File: config.mk
export PLATFORM = sky130hd
export DESIGN_NAME = dfc_ctrl
export DESIGN_NICKNAME = d
export VERILOG_FILES = /design/src/rtl/dfc_pkg.sv /design/src/rtl/dfc_wr_if.sv /design/src/rtl/dfc_dev_writer.sv /design/src/rtl/dfc_csr.sv /design/src/rtl/dfc_ctrl.sv
export SDC_FILE = /design/constraint.sdc
export NUM_CORES = 1
export LEC_CHECK = 0
export ABC_AREA = 1
export BUFFER_PORTS_ARGS = -buffer_cell sky130_fd_sc_hd__buf_2
export CORE_ASPECT_RATIO = 1.75
export CORE_UTILIZATION = 25
export CTS_CLUSTER_SIZE = 20
export DETAILED_ROUTE_END_ITERATION = 10
export PLACE_DENSITY = 0.5
export SLEW_MARGIN = 10
export SYNTH_ARGS = -nofsm -noshare
export SYNTH_HDL_FRONTEND = slang
export SYNTH_SLANG_ARGS = --single-unit
File: constraint.sdc
create_clock -name clk_i -period 2.3 [get_ports clk_i]
set_input_delay 0.23 -clock clk_i [delete_from_list [all_inputs] [get_ports clk_i]]
set_output_delay 0.23 -clock clk_i [all_outputs]
set_load 0.05 [all_outputs]
File: src/rtl/dfc_pkg.sv
package dfc_pkg;

  // Register index on the device's own register port
  localparam logic [2:0] DEV_IDX_AREA = 3'h0; // area_select_reg
  localparam logic [2:0] DEV_IDX_APL  = 3'h1; // addr_ptr_low
  localparam logic [2:0] DEV_IDX_APH  = 3'h2; // addr_ptr_high
  localparam logic [2:0] DEV_IDX_EDL  = 3'h3; // end_addr_low
  localparam logic [2:0] DEV_IDX_EDH  = 3'h4; // end_addr_high
  localparam logic [2:0] DEV_IDX_CMD  = 3'h5; // seq_command_reg

  // Values written to the device
  localparam int         AREA_SEL_BIT  = 0;      // extra_area_sel position
  localparam logic [7:0] AREA_USER     = 8'h00;  // Code/data flash area
  localparam int         LAUNCH_BIT    = 7;      // seq_launch position
  localparam int         MODE_CHG_BIT  = 3;      // mode_change position
  localparam logic [2:0] OP_BLANK      = 3'h3;   // seq_op_code, blank check
  localparam logic [2:0] OP_VERIFY     = 3'h2;   // seq_op_code, internal verify
  localparam logic [7:0] CMD_BLANK     = 8'h8B;  // Full blank-check command
  localparam logic [7:0] CMD_VERIFY    = 8'h8A;  // Full verify command
  localparam logic [31:0] ADDR_MASK    = 32'h00FFFFFF; // Upper 8 bits forced off

  // Controller's own Avalon registers (byte offsets)
  localparam logic [3:0] CSR_CTRL   = 4'h0;
  localparam logic [3:0] CSR_STATUS = 4'h4;
  localparam logic [3:0] CSR_START  = 4'h8;
  localparam logic [3:0] CSR_LENGTH = 4'hC;

  // Control fields
  localparam int CTRL_GO_BIT  = 0; // Write 1 to launch
  localparam int CTRL_OP_BIT  = 1; // 0 blank check, 1 internal verify
  localparam int CTRL_ARM_BIT = 2; // Write 1 after programming an area

  // Status fields
  localparam int STAT_BUSY_BIT = 0;
  localparam int STAT_DONE_BIT = 1;
  localparam int STAT_ERR_BIT  = 2;
  localparam int STAT_FAIL_BIT = 3;
  localparam int STAT_CODE_LSB = 4;
  localparam int STAT_ARM_BIT  = 8;

  // Cycles before the device's busy flag is trusted after launch
  localparam logic [3:0] SETTLE_CYC = 4'h2;

  // Reasons a launch was refused
  typedef enum logic [2:0] {
    ERR_NONE,
    ERR_DISABLED,
    ERR_MODE,
    ERR_BUSY,
    ERR_RANGE,
    ERR_REVERIFY
  } dfc_err_t;

endpackage

File: src/rtl/dfc_wr_if.sv
`timescale 1ns/1ps
`default_nettype none
interface dfc_wr_if;
  logic        req;  // Hold while a device write is wanted
  logic [2:0]  idx;  // Device register index
  logic [15:0] data; // Value to write
  logic        ack;  // One-cycle pulse: write issued

  modport ctl (output req, output idx, output data, input ack);
  modport drv (input req, input idx, input data, output ack);
endinterface
`default_nettype wire

File: src/rtl/dfc_dev_writer.sv
`timescale 1ns/1ps
`default_nettype none
module dfc_dev_writer (
  input  wire logic   clk_i,       // 20 MHz clock
  input  wire logic   rst_n_i,     // Sync reset, active low
  dfc_wr_if.drv       w,           // Requests from the sequencer
  output logic        dev_wr_o,    // Device register write strobe
  output logic [2:0]  dev_addr_o,  // Device register index
  output logic [15:0] dev_wdata_o  // Device register data
);
  logic        wr_q, wr_d;
  logic [2:0]  addr_q, addr_d;
  logic [15:0] data_q, data_d;

  // One strobe per request; the cycle after an ack is skipped so the
  // requester has time to move on before a repeat could go out
  always_comb
  begin
    wr_d   = w.req && !wr_q;
    addr_d = addr_q;
    data_d = data_q;
    if (w.req && !wr_q)
    begin
      addr_d = w.idx;
      data_d = w.data;
    end
  end

  always_ff @(posedge clk_i)
  begin
    if (!rst_n_i)
    begin
      wr_q   <= 1'b0;
      addr_q <= 3'h0;
      data_q <= 16'h0000;
    end
    else
    begin
      wr_q   <= wr_d;
      addr_q <= addr_d;
      data_q <= data_d;
    end
  end

  assign w.ack       = wr_q;
  assign dev_wr_o    = wr_q;
  assign dev_addr_o  = addr_q;
  assign dev_wdata_o = data_q;
endmodule
`default_nettype wire

File: src/rtl/dfc_csr.sv
`timescale 1ns/1ps
`default_nettype none
module dfc_csr (
  input  wire logic        clk_i,             // 20 MHz clock
  input  wire logic        rst_n_i,           // Sync reset, active low
  input  wire logic [3:0]  avs_address_i,     // Byte address
  input  wire logic        avs_read_i,        // Read request
  input  wire logic        avs_write_i,       // Write request
  input  wire logic [31:0] avs_writedata_i,   // Write data
  output logic      [31:0] avs_readdata_o,    // Read data
  output logic             avs_waitrequest_o, // Low for one cycle to answer
  input  wire logic [31:0] status_i,          // Live status word
  output logic             go_o,              // Launch pulse
  output logic             op_verify_o,       // Operation of that launch
  output logic             arm_o,             // Area-written pulse
  output logic             clr_o,             // Clear done/error pulse
  output logic      [31:0] start_o,           // Start address
  output logic      [15:0] length_o           // Byte count
);
  logic        wait_q, wait_d;
  logic [31:0] rdata_q, rdata_d;
  logic [31:0] start_q, start_d;
  logic [15:0] len_q, len_d;
  logic        go_q, go_d, op_q, op_d, arm_q, arm_d, clr_q, clr_d;
  logic        take;

  // A request is taken at the edge where waitrequest is low
  assign take = (avs_read_i || avs_write_i) && !wait_q;

  // Answer every request one cycle after it appears
  always_comb
  begin
    wait_d  = !((avs_read_i || avs_write_i) && wait_q);
    rdata_d = rdata_q;
    start_d = start_q;
    len_d   = len_q;
    go_d    = 1'b0;
    op_d    = op_q;
    arm_d   = 1'b0;
    clr_d   = 1'b0;
    if (avs_read_i && wait_q)
    begin
      case (avs_address_i)
        dfc_pkg::CSR_CTRL:   rdata_d = {31'h00000000, op_q} << dfc_pkg::CTRL_OP_BIT;
        dfc_pkg::CSR_STATUS: rdata_d = status_i;
        dfc_pkg::CSR_START:  rdata_d = start_q;
        dfc_pkg::CSR_LENGTH: rdata_d = {16'h0000, len_q};
        default:             rdata_d = 32'h00000000; // Unmapped reads zero
      endcase
    end
    if (take && avs_write_i)
    begin
      case (avs_address_i)
        dfc_pkg::CSR_CTRL:
        begin
          go_d  = avs_writedata_i[dfc_pkg::CTRL_GO_BIT];
          op_d  = avs_writedata_i[dfc_pkg::CTRL_OP_BIT];
          arm_d = avs_writedata_i[dfc_pkg::CTRL_ARM_BIT];
        end
        dfc_pkg::CSR_STATUS: clr_d   = 1'b1;
        dfc_pkg::CSR_START:  start_d = avs_writedata_i;
        dfc_pkg::CSR_LENGTH: len_d   = avs_writedata_i[15:0];
        default:             clr_d   = 1'b0; // Unmapped writes ignored
      endcase
    end
  end

  always_ff @(posedge clk_i)
  begin
    if (!rst_n_i)
    begin
      wait_q  <= 1'b1;
      rdata_q <= 32'h00000000;
      start_q <= 32'h00000000;
      len_q   <= 16'h0000;
      go_q    <= 1'b0;
      op_q    <= 1'b0;
      arm_q   <= 1'b0;
      clr_q   <= 1'b0;
    end
    else
    begin
      wait_q  <= wait_d;
      rdata_q <= rdata_d;
      start_q <= start_d;
      len_q   <= len_d;
      go_q    <= go_d;
      op_q    <= op_d;
      arm_q   <= arm_d;
      clr_q   <= clr_d;
    end
  end

  assign avs_readdata_o    = rdata_q;
  assign avs_waitrequest_o = wait_q;
  assign go_o              = go_q;
  assign op_verify_o       = op_q;
  assign arm_o             = arm_q;
  assign clr_o             = clr_q;
  assign start_o           = start_q;
  assign length_o          = len_q;
endmodule
`default_nettype wire

File: src/rtl/dfc_ctrl.sv
`timescale 1ns/1ps
`default_nettype none
module dfc_ctrl #(
  parameter logic [23:0] DF_BASE    = 24'h100000, // First data flash byte
  parameter logic [23:0] DF_SIZE    = 24'h008000, // Data flash bytes
  parameter logic [23:0] BLOCK_SIZE = 24'h000400  // Bytes per block, power of two
) (
  input  wire logic        clk_i,             // 20 MHz clock
  input  wire logic        rst_n_i,           // Sync reset, active low
  input  wire logic [3:0]  avs_address_i,     // Avalon byte address
  input  wire logic        avs_read_i,        // Avalon read
  input  wire logic        avs_write_i,       // Avalon write
  input  wire logic [31:0] avs_writedata_i,   // Avalon write data
  output logic      [31:0] avs_readdata_o,    // Avalon read data
  output logic             avs_waitrequest_o, // Avalon waitrequest
  output logic             dev_wr_o,          // Device register write strobe
  output logic      [2:0]  dev_addr_o,        // Device register index
  output logic      [15:0] dev_wdata_o,       // Device register data
  input  wire logic        dflash_access_en_i,// Device data flash access enable
  input  wire logic        dev_prog_mode_i,   // Device in data flash programming mode
  input  wire logic        dev_seq_busy_i,    // Code/data flash sequencer busy
  input  wire logic        dev_extra_busy_i,  // Extra-area sequencer busy
  input  wire logic        dev_seq_err_i      // Device result, valid when idle
);

  // Refuse geometries the range check cannot handle
  if (BLOCK_SIZE == 24'h000000 || (BLOCK_SIZE & (BLOCK_SIZE - 24'h000001)) != 24'h000000
      || DF_SIZE == 24'h000000)
  begin : g_bad_geom
    $error("BLOCK_SIZE must be a nonzero power of two and DF_SIZE nonzero");
  end

  typedef enum logic [3:0] {
    ST_IDLE,
    ST_CHECK,
    ST_AREA,
    ST_APL,
    ST_APH,
    ST_EDL,
    ST_EDH,
    ST_CMD,
    ST_SETTLE,
    ST_POLL
  } dfc_state_t;

  dfc_wr_if wr ();

  logic        go, op_verify, arm, clr;
  logic [31:0] start_reg;
  logic [15:0] len_reg;
  logic [31:0] status;

  dfc_csr u_csr (
    .clk_i             (clk_i),
    .rst_n_i           (rst_n_i),
    .avs_address_i     (avs_address_i),
    .avs_read_i        (avs_read_i),
    .avs_write_i       (avs_write_i),
    .avs_writedata_i   (avs_writedata_i),
    .avs_readdata_o    (avs_readdata_o),
    .avs_waitrequest_o (avs_waitrequest_o),
    .status_i          (status),
    .go_o              (go),
    .op_verify_o       (op_verify),
    .arm_o             (arm),
    .clr_o             (clr),
    .start_o           (start_reg),
    .length_o          (len_reg)
  );

  dfc_dev_writer u_writer (
    .clk_i       (clk_i),
    .rst_n_i     (rst_n_i),
    .w           (wr),
    .dev_wr_o    (dev_wr_o),
    .dev_addr_o  (dev_addr_o),
    .dev_wdata_o (dev_wdata_o)
  );

  // Offset from DF_BASE of the start of the block holding a data flash address
  function automatic logic [23:0] block_of(input logic [23:0] a);
    block_of = (a - DF_BASE) & ~(BLOCK_SIZE - 24'h000001);
  endfunction

  dfc_state_t        state_q, state_d;
  logic [23:0]       start_q, start_d;
  logic [23:0]       end_q, end_d;
  logic              op_q, op_d;
  logic              armed_q, armed_d;
  logic              done_q, done_d;
  logic              fail_q, fail_d;
  dfc_pkg::dfc_err_t err_q, err_d;
  logic [3:0]        cnt_q, cnt_d;
  logic [23:0]       last_byte;
  logic              range_bad;

  // Upper 8 bits of the start are dropped before anything else
  assign last_byte = end_q - 24'h000001;
  assign range_bad = (len_reg == 16'h0000)
                  || (start_q < DF_BASE)
                  || (last_byte >= DF_BASE + DF_SIZE)
                  || (block_of(start_q) != block_of(last_byte));

  // Status word seen by software
  assign status = {23'h000000, armed_q, 1'b0, err_q, fail_q,
                   (err_q != dfc_pkg::ERR_NONE), done_q, (state_q != ST_IDLE)};

  // Device write request by state
  always_comb
  begin
    wr.req  = 1'b1;
    wr.idx  = dfc_pkg::DEV_IDX_AREA;
    wr.data = 16'h0000;
    case (state_q)
      ST_AREA: wr.data = {8'h00, dfc_pkg::AREA_USER};
      ST_APL:
      begin
        wr.idx  = dfc_pkg::DEV_IDX_APL;
        wr.data = start_q[15:0];
      end
      ST_APH:
      begin
        wr.idx  = dfc_pkg::DEV_IDX_APH;
        wr.data = {8'h00, start_q[23:16]};
      end
      ST_EDL:
      begin
        wr.idx  = dfc_pkg::DEV_IDX_EDL;
        wr.data = end_q[15:0];
      end
      ST_EDH:
      begin
        wr.idx  = dfc_pkg::DEV_IDX_EDH;
        wr.data = {8'h00, end_q[23:16]};
      end
      ST_CMD:
      begin
        wr.idx  = dfc_pkg::DEV_IDX_CMD;
        wr.data = {8'h00, op_q ? dfc_pkg::CMD_VERIFY : dfc_pkg::CMD_BLANK};
      end
      default: wr.req = 1'b0;
    endcase
  end

  // Sequencer: check, program the device, launch, wait for the end
  always_comb
  begin
    state_d = state_q;
    start_d = start_q;
    end_d   = end_q;
    op_d    = op_q;
    armed_d = armed_q || arm;
    done_d  = done_q;
    fail_d  = fail_q;
    err_d   = err_q;
    cnt_d   = cnt_q;
    // Software clear first so a same-cycle completion still sets done
    if (clr)
    begin
      done_d = 1'b0;
      fail_d = 1'b0;
      err_d  = dfc_pkg::ERR_NONE;
    end
    case (state_q)
      ST_IDLE:
      begin
        if (go)
        begin
          start_d = start_reg[23:0] & dfc_pkg::ADDR_MASK[23:0];
          end_d   = start_reg[23:0] + {8'h00, len_reg};
          op_d    = op_verify;
          done_d  = 1'b0;
          fail_d  = 1'b0;
          err_d   = dfc_pkg::ERR_NONE;
          state_d = ST_CHECK;
        end
      end
      ST_CHECK:
      begin
        state_d = ST_IDLE;
        done_d  = 1'b1;
        if (!dflash_access_en_i)
        begin
          err_d = dfc_pkg::ERR_DISABLED;
        end
        else if (!dev_prog_mode_i)
        begin
          err_d = dfc_pkg::ERR_MODE;
        end
        else if (dev_seq_busy_i || dev_extra_busy_i)
        begin
          err_d = dfc_pkg::ERR_BUSY;
        end
        else if (range_bad)
        begin
          err_d = dfc_pkg::ERR_RANGE;
        end
        else if (op_q && !armed_q)
        begin
          err_d = dfc_pkg::ERR_REVERIFY;
        end
        else
        begin
          done_d  = 1'b0;
          state_d = ST_AREA;
          if (op_q)
          begin
            armed_d = 1'b0;
          end
        end
      end
      ST_AREA: state_d = wr.ack ? ST_APL : ST_AREA;
      ST_APL:  state_d = wr.ack ? ST_APH : ST_APL;
      ST_APH:  state_d = wr.ack ? ST_EDL : ST_APH;
      ST_EDL:  state_d = wr.ack ? ST_EDH : ST_EDL;
      ST_EDH:  state_d = wr.ack ? ST_CMD : ST_EDH;
      ST_CMD:
      begin
        cnt_d = 4'h0;
        if (wr.ack)
        begin
          state_d = ST_SETTLE;
        end
      end
      // Busy may lag the command write; trusting it at once would end early
      ST_SETTLE:
      begin
        cnt_d = cnt_q + 4'h1;
        if (cnt_q == dfc_pkg::SETTLE_CYC - 4'h1)
        begin
          state_d = ST_POLL;
        end
      end
      ST_POLL:
      begin
        if (!dev_seq_busy_i)
        begin
          done_d  = 1'b1;
          fail_d  = dev_seq_err_i;
          state_d = ST_IDLE;
        end
      end
      default: state_d = ST_IDLE;
    endcase
  end

  always_ff @(posedge clk_i)
  begin
    if (!rst_n_i)
    begin
      state_q <= ST_IDLE;
      start_q <= 24'h000000;
      end_q   <= 24'h000000;
      op_q    <= 1'b0;
      armed_q <= 1'b0;
      done_q  <= 1'b0;
      fail_q  <= 1'b0;
      err_q   <= dfc_pkg::ERR_NONE;
      cnt_q   <= 4'h0;
    end
    else
    begin
      state_q <= state_d;
      start_q <= start_d;
      end_q   <= end_d;
      op_q    <= op_d;
      armed_q <= armed_d;
      done_q  <= done_d;
      fail_q  <= fail_d;
      err_q   <= err_d;
      cnt_q   <= cnt_d;
    end
  end
endmodule
`default_nettype wire

== Yosys cells after proc, flatten, opt, wreduce, memory -nomap -nowiden ==
Cells that the tools add are included.

* Output and inout port bits: 53
* Bits of input ports: 45
* Logic and storage cells: 125
* Register bits: 168

* Add/sub/neg operators: 5
* $lt $le $gt $ge: 2
* Mux-type cells: 50
* Equality and inequality tests: 18
* Reduce and logical (&&, ||, !) cells: 30

{| class="wikitable"
|+ Operator list
! kind !! count
|-
| $pmux 32 s4 || 1
|-
| $pmux 16 s5 || 1
|-
| $sub 24x21->24 const B || 2
|-
| $pmux 4 s10 || 1
|-
| $add 24x16->24 || 1
|-
| $ge 24x21->1 const B || 1
|-
| $lt 24x21->1 const B || 1
|-
| $mux 1 || 24
|-
| $mux 3 || 8
|-
| $sub 24x1->24 const B || 1
|-
| $eq 4x3->1 const B || 5
|-
| $eq 4x4->1 const B || 4
|-
| $logic_not 16->1 || 1
|-
| $mux 4 || 4
|-
| $pmux 3 s5 || 1
|-
| $ne 14x14->1 || 1
|-
| $mux 2 || 6
|-
| $reduce_and 2->1 || 5
|-
| $eq 4x1->1 const B || 2
|-
| $eq 4x2->1 const B || 2
|-
| $logic_not 4->1 || 2
|-
| $pmux 4 s2 || 1
|-
| $logic_and 1x1->1 || 6
|-
| $logic_or 1x1->1 || 6
|-
| 13 further kinds || 18
|}

== Depth between registers and ports, before layout ==
* Depth after elaboration: 9
* Depth in mapped cells: 19
* Gate-level depth less buffers: 19

== Modules after synthesis ==
From an unflattened synthesis, not the netlist that was laid out.

* Cells, all modules: 1360
* Area, all modules: 9002.4 sq um

{| class="wikitable"
|+ By module, submodules not included
! module !! cells each !! sequential area each (sq um) !! area each (sq um) !! instances
|-
| dfc_ctrl || 728 || 1261.2 || 4583.1 || 1
|-
| dfc_csr || 505 || 1701.6 || 3567.2 || 1
|-
| dfc_dev_writer || 127 || 400.4 || 852.1 || 1
|}

== Worst setup path before layout ==
No wires, ideal clock.

* Path type: register to register
* Start: register u_csr.start_q[0], in the netlist u_csr.start_o[0]
* End: register end_q[20]
* Buffers on the path: 0
* Slack: 0.071 ns
* Period minus slack after synthesis: 2.229 ns
* Required time: 2.190 ns
* Library setup time: 0.110 ns
* Cell stages (with the launch flop): 20
* Data arrival time: 2.119 ns
* Path through: dfxtp_1 ha_1 inv_1 fa_1 inv_1 nand3_1 nand2_1 a31oi_1 o21ai_1 a21boi_2 inv_2 nand2_1 nand2_1 a21oi_2 inv_2 nand2_1 nand2_1 nand3_1 nand2_1 inv_1

* Cells in the longest elaborated chain, start to end: 1

{| class="wikitable"
|+ RTL lines
! item !! line !! RTL
|-
| from (decl) || dfc_csr.sv:22 || <nowiki>logic [31:0] start_q, start_d;</nowiki>
|-
| from (signal assigned) || dfc_csr.sv:85 || <nowiki>start_q <= start_d;</nowiki>
|-
| $add 24x16->24 || dfc_ctrl.sv:170 || <nowiki>end_d = start_reg[23:0] + {8'h00, len_reg};</nowiki>
|-
| to (signal assigned) || dfc_ctrl.sv:265 || <nowiki>end_q <= end_d;</nowiki>
|-
| to (decl) || dfc_ctrl.sv:87 || <nowiki>logic [23:0] end_q, end_d;</nowiki>
|}

Every way passes these cells.
A chain may end at the register's enable or synchronous reset.

== Worst setup path after layout ==
* Start: register end_q[15]
* End: register err_q[1]

* Cells in the longest elaborated chain, start to end: 9
* Elaborated cells on any way between the ends: 11
* Classes of those cells: add/sub: 2; order compare: 1; eq/ne: 1; mux: 5; reduce/logical: 2

{| class="wikitable"
|+ RTL lines
! item !! line !! RTL
|-
| $sub 24x1->24 (*) || dfc_ctrl.sv:98 || <nowiki>assign last_byte = end_q - 24'h000001;</nowiki>
|-
| $sub 24x21->24 or $ge 24x21->1 (tied branches) || dfc_ctrl.sv:82, dfc_ctrl.sv:101 ||
|-
| $ne 14x14->1 or $logic_or 1x1->1 (tied branches) || dfc_ctrl.sv:102, dfc_ctrl.sv:101 ||
|-
| $logic_or 1x1->1 (*) || dfc_ctrl.sv:102 || <nowiki>|| (block_of(start_q) != block_of(last_byte));</nowiki>
|-
| $mux 3 (*) || dfc_ctrl.sv:194 || <nowiki>else if (range_bad)</nowiki>
|-
| $mux 3 (*) || dfc_ctrl.sv:190 || <nowiki>else if (dev_seq_busy_i || dev_extra_busy_i)</nowiki>
|-
| $mux 3 (*) || dfc_ctrl.sv:186 || <nowiki>else if (!dev_prog_mode_i)</nowiki>
|-
| $mux 3 (*) || dfc_ctrl.sv:182 || <nowiki>if (!dflash_access_en_i)</nowiki>
|-
| $pmux 3 s2 (*) || dfc_ctrl.sv:164 || <nowiki>case (state_q)</nowiki>
|-
| to (signal assigned) || dfc_ctrl.sv:258 || <nowiki>err_q <= dfc_pkg::ERR_NONE;</nowiki>
|-
| to (signal assigned) || dfc_ctrl.sv:270 || <nowiki>err_q <= err_d;</nowiki>
|-
| to (decl) || dfc_ctrl.sv:92 || <nowiki>dfc_pkg::dfc_err_t err_q, err_d;</nowiki>
|}

Every way passes the cells marked *; elsewhere a longest branch is shown, timed or not.

==> metrics.cfg <==
[pwr]
total_power_mw = 6.74
leakage_nw = 4.81
p_per_area_mw_per_mm2 = 617
power.internal_mw = 4.87
ir_worst_vdd_v = 0.000416
power_frac_comb_pct = 11.9
switching_share_pct = 27.8
clkPwrFrac_pct = 43.1
power.switching_mw = 1.88
seq_power_share_pct = 45.0

[worst_setup_path]
required_ns = 2.67
critical_path_arrival_ns = 2.70
critical_path_class = flop to flop
cp_max_fo = 4
crit_path_start_kind = flop
crit_path_end_kind = flop
ff2ff_path_depth = 18

[floorplanning]
dieWidth_um = 141
rows = 88
dieHeight_um = 245
ios = 98
core_mm2 = 0.0331
start_util_pct = 25.5
fp.dieArea_mm2 = 0.0346

[synth]
synth-seq-cells = 168
synth_flop_cell = dfxtp_1
postSynthAreaPerCell_um2 = 7.05
synth.distinct_cells = 46
synth_edf_count = 0
syn_area_mm2 = 0.00845
synth_warnings = 0
synthArstFlopShare_pct = 0
yosysSeqAreaShare_pct = 39.8
syn_nets = 1264
postSynthCellCount = 1199

[finish]
instances_no_fill = 1809
fin_util_pct = 33.0
fill_cells = 3595
postLayoutCellArea_mm2 = 0.0109
nNetsFinal = 1412
synthToLayoutAreaGrowth_pct = 29.4
seqCellArea_mm2 = 0.00339
multi_input_area_mm2 = 0.00460
antenna_cells = 0
layout-drive-gt1-share_pct = 24.1

[sta]
final_max_slew_viol_count = 0
rsz0062_at_grt = true
layout_min_cycle_time_ns = 2.33
clock.fmax_mhz = 429
setup_viol = 1
skew_ns = 0.0117
min_period_over_period_pct = 101
maxSlewHeadroom_pct = 61.2
layout_setup_ws_ns = -0.0313
hold_viol = 0
tightest_slew_ns = 0.581

[outcome]
status = finished with violations
failed_checks = negative setup slack

[clock_network]
root_buffer = clkbuf_16
cts-buffers-inserted = 17
clockBufferDepth = 2
insertion_delay_ns = 0.44
numClockSinks = 168
clkTransAtPathRegs_ns = 0.07
cts_tree = done
h-tree-depth = 4

[placement]
hpwl_um = 21900
place_congestion = 0.884
placed_cell_area_mm2 = 0.00988
io_buffers = 97
dpl.cell_count = 1766

[drt]
detail_route.vias_per_cell = 4.63
num_vias = 8375
first_pass_iters = 5
drtIter0Drc = 324
drt-total-wl_um = 28100
drcViolationCount = 0
ant_nets = 0
routedWlPerCell_um = 15.5

[grt]
grt_usage_pct = 16.7
antenna_found_initial = 0
grt_max_degree = 67
grt_pass1_wl_um = 44400
grt_overflow = 0
grt_pass1_vias = 8232

[flow_run]
maxCapViolations = 0

[hold_path]
hold_path.class = input port to flop
hold_depth = 2

## placed cells by master (no fill, tap or decap), types with 3 or more instances in the layout
| master | netlist | routed |
|---|---|---|
| o21ai_0 | 125 | 124 |
| buf_6 | 0 | 6 |
| o31ai_1 | 5 | 4 |
| dfxtp_2 | 0 | 13 |
| ha_1 | 19 | 15 |
| nand3_1 | 47 | 41 |
| o2111ai_1 | 5 | 5 |
| clkinv_4 | 0 | 3 |
| buf_4 | 0 | 76 |
| dfxtp_4 | 0 | 3 |
| nand2_1 | 223 | 208 |
| xnor2_1 | 8 | 8 |
| nor2_1 | 89 | 74 |
| clkbuf_16 | 0 | 17 |
| inv_1 | 157 | 154 |
| nand4_1 | 10 | 10 |
| o221ai_1 | 4 | 4 |
| o21bai_1 | 4 | 4 |
| nor3_1 | 12 | 10 |
| nand2_4 | 0 | 4 |
| nand3_2 | 8 | 8 |
| xor2_1 | 16 | 15 |
| clkinvlp_4 | 0 | 4 |
| a221oi_1 | 8 | 8 |
| nor2_2 | 12 | 21 |
| a211oi_1 | 10 | 10 |
| inv_2 | 6 | 10 |
| ha_4 | 0 | 4 |
| nor2_4 | 5 | 11 |
| inv_6 | 0 | 3 |
| dfxtp_1 | 168 | 152 |
| a21oi_2 | 2 | 3 |
| a21oi_1 | 147 | 145 |
| nand2_2 | 8 | 19 |
| o211ai_1 | 5 | 5 |
| o22ai_1 | 20 | 20 |
| buf_2 | 2 | 97 |
| nand3_4 | 1 | 7 |
## cell families (layout without fill, tap and decap cells)
logic type,after synthesis,in the layout,share of synthesized area (%)
flip-flops,168,168,39.8
buffers and inverters,218,378,9.71
AO/OA/AOI/OAI,348,348,22.9
XOR/XNOR,24,24,2.49
AND/OR/NAND/NOR,421,421,22.1
adder cells (fa/ha/maj),20,20,3.05
## Yosys cell counts, types with 2 or more instances
| library cell | number | area [µm²] |
|---|---|---|
| nand2_1 | 223 | 837 |
| dfxtp_1 | 168 | 3360 |
| inv_1 | 157 | 589 |
| a21oi_1 | 147 | 736 |
| o21ai_0 | 125 | 626 |
| nor2_1 | 89 | 334 |
| clkbuf_1 | 48 | 180 |
| nand3_1 | 47 | 235 |
| o22ai_1 | 20 | 125 |
| ha_1 | 19 | 238 |
| xor2_1 | 16 | 140 |
| nor2_2 | 12 | 75.1 |
| nor3_1 | 12 | 60.1 |
| a211oi_1 | 10 | 75.1 |
| nand4_1 | 10 | 62.6 |
| a221oi_1 | 8 | 70.1 |
| nand2_2 | 8 | 50.1 |
| nand3_2 | 8 | 80.1 |
| xnor2_1 | 8 | 70.1 |
| inv_2 | 6 | 22.5 |
| nor2_4 | 5 | 56.3 |
| o2111ai_1 | 5 | 43.8 |
| o211ai_1 | 5 | 37.5 |
| o31ai_1 | 5 | 37.5 |
| o21bai_1 | 4 | 30.0 |
| o221ai_1 | 4 | 35.0 |
| a31oi_1 | 3 | 18.8 |
| buf_1 | 3 | 11.3 |
| a21o_1 | 2 | 15.0 |
| a21oi_2 | 2 | 17.5 |
| and3_1 | 2 | 12.5 |
| buf_2 | 2 | 10.0 |
| clkinv_1 | 2 | 7.51 |
| o21ai_1 | 2 | 10.0 |
## cell type report
cell class	instances	area share (%)
clock inverter	12	1.30
inverter	165	5.67
tap	450	5.15
sequential	168	31.0
timing repair buffer	182	10.7
multi-input combinational	813	42.1
clock buffer	19	4.05
## flip-flops by register name, indices dropped and copies added (netlist names), 3 cells and up
name                  count
u_csr.avs_readdata_o     32
u_csr.start_o            32
end_q                    24
start_q                  24
u_csr.length_o           16
u_writer.dev_wdata_o     16
cnt_q                     4
state_q                   4
err_q                     3
u_writer.dev_addr_o       3
## per-stage QoR
step | setup TNS (ns) | worst slack [ns] | hold WS [ns]
after floorplan | 0 | 0.0711 | 0.346
after global placement | -0.529 | -0.111 | 0.434
after detailed placement | -0.717 | -0.114 | 0.442
after CTS | 0 | 0.000186 | 0.0111
after global routing | -0.823 | -0.187 | 0.0351
final | -0.0313 | -0.0313 | 0.0225
## routing by layer
| metal | GRT usage (%) | routed length [µm] |
|---|---|---|
| met3 | 2.28 | 748 |
| met5 | 0 | 0 |
| met1 | 17.3 | 10800 |
| met2 | 32.6 | 15300 |
| met4 | 7.83 | 1250 |
## power by group through the flow
stage	logic, mW	clock network [mW]	registers, mW
after CTS	0.786	2.97	3.04
after global placement	0.773	0	3.10
final	0.801	2.91	3.04
after detailed placement	0.773	0	3.10
after global routing	0.903	3.10	3.04
after floorplan	0.454	0	3.15
## critical path: stages (launching register included)
cell and delay (ns):
dfxtp_2 0.36, buf_4 0.14, inv_1 0.11, nand2_1 0.11, nor2_4 0.15, nand4_1 0.12, nand3_1 0.10, nand2_1 0.06
nor2_2 0.17, nand2_1 0.09, nor2_1 0.09, nand2_1 0.11, nor2_4 0.15, nand2_4 0.08, nor2_4 0.13, nand2_1 0.06
nand2_1 0.05, nand2_1 0.06, a21oi_2 0.13
## path summary, 6_finish.rpt
check / start / to / slack (ns)
worst max register to register: end_q[15]$_SDFFE_PN0P_ / err_q[1]$_SDFF_PN0_ / -0.03
worst max-delay path: end_q[15]$_SDFFE_PN0P_ / err_q[1]$_SDFF_PN0_ / -0.03
worst min register to register: u_csr.avs_waitrequest_o$_SDFF_PN1_ / u_csr.avs_waitrequest_o$_SDFF_PN1_ / 0.45
worst min-delay path: avs_write_i / u_csr.avs_waitrequest_o$_SDFF_PN1_ / 0.02
## what timing repair did
action                                  4_1_cts  5_1_grt
endpoints found under the setup margin       13       18
gates cloned                                  0        0
endpoints found under the hold margin         1        0
resized for setup                            29       70
setup buffers                                 6        5
pin swaps                                    15       32
hold buffers                                  1        0
Power figures use the tool's default switching activity.
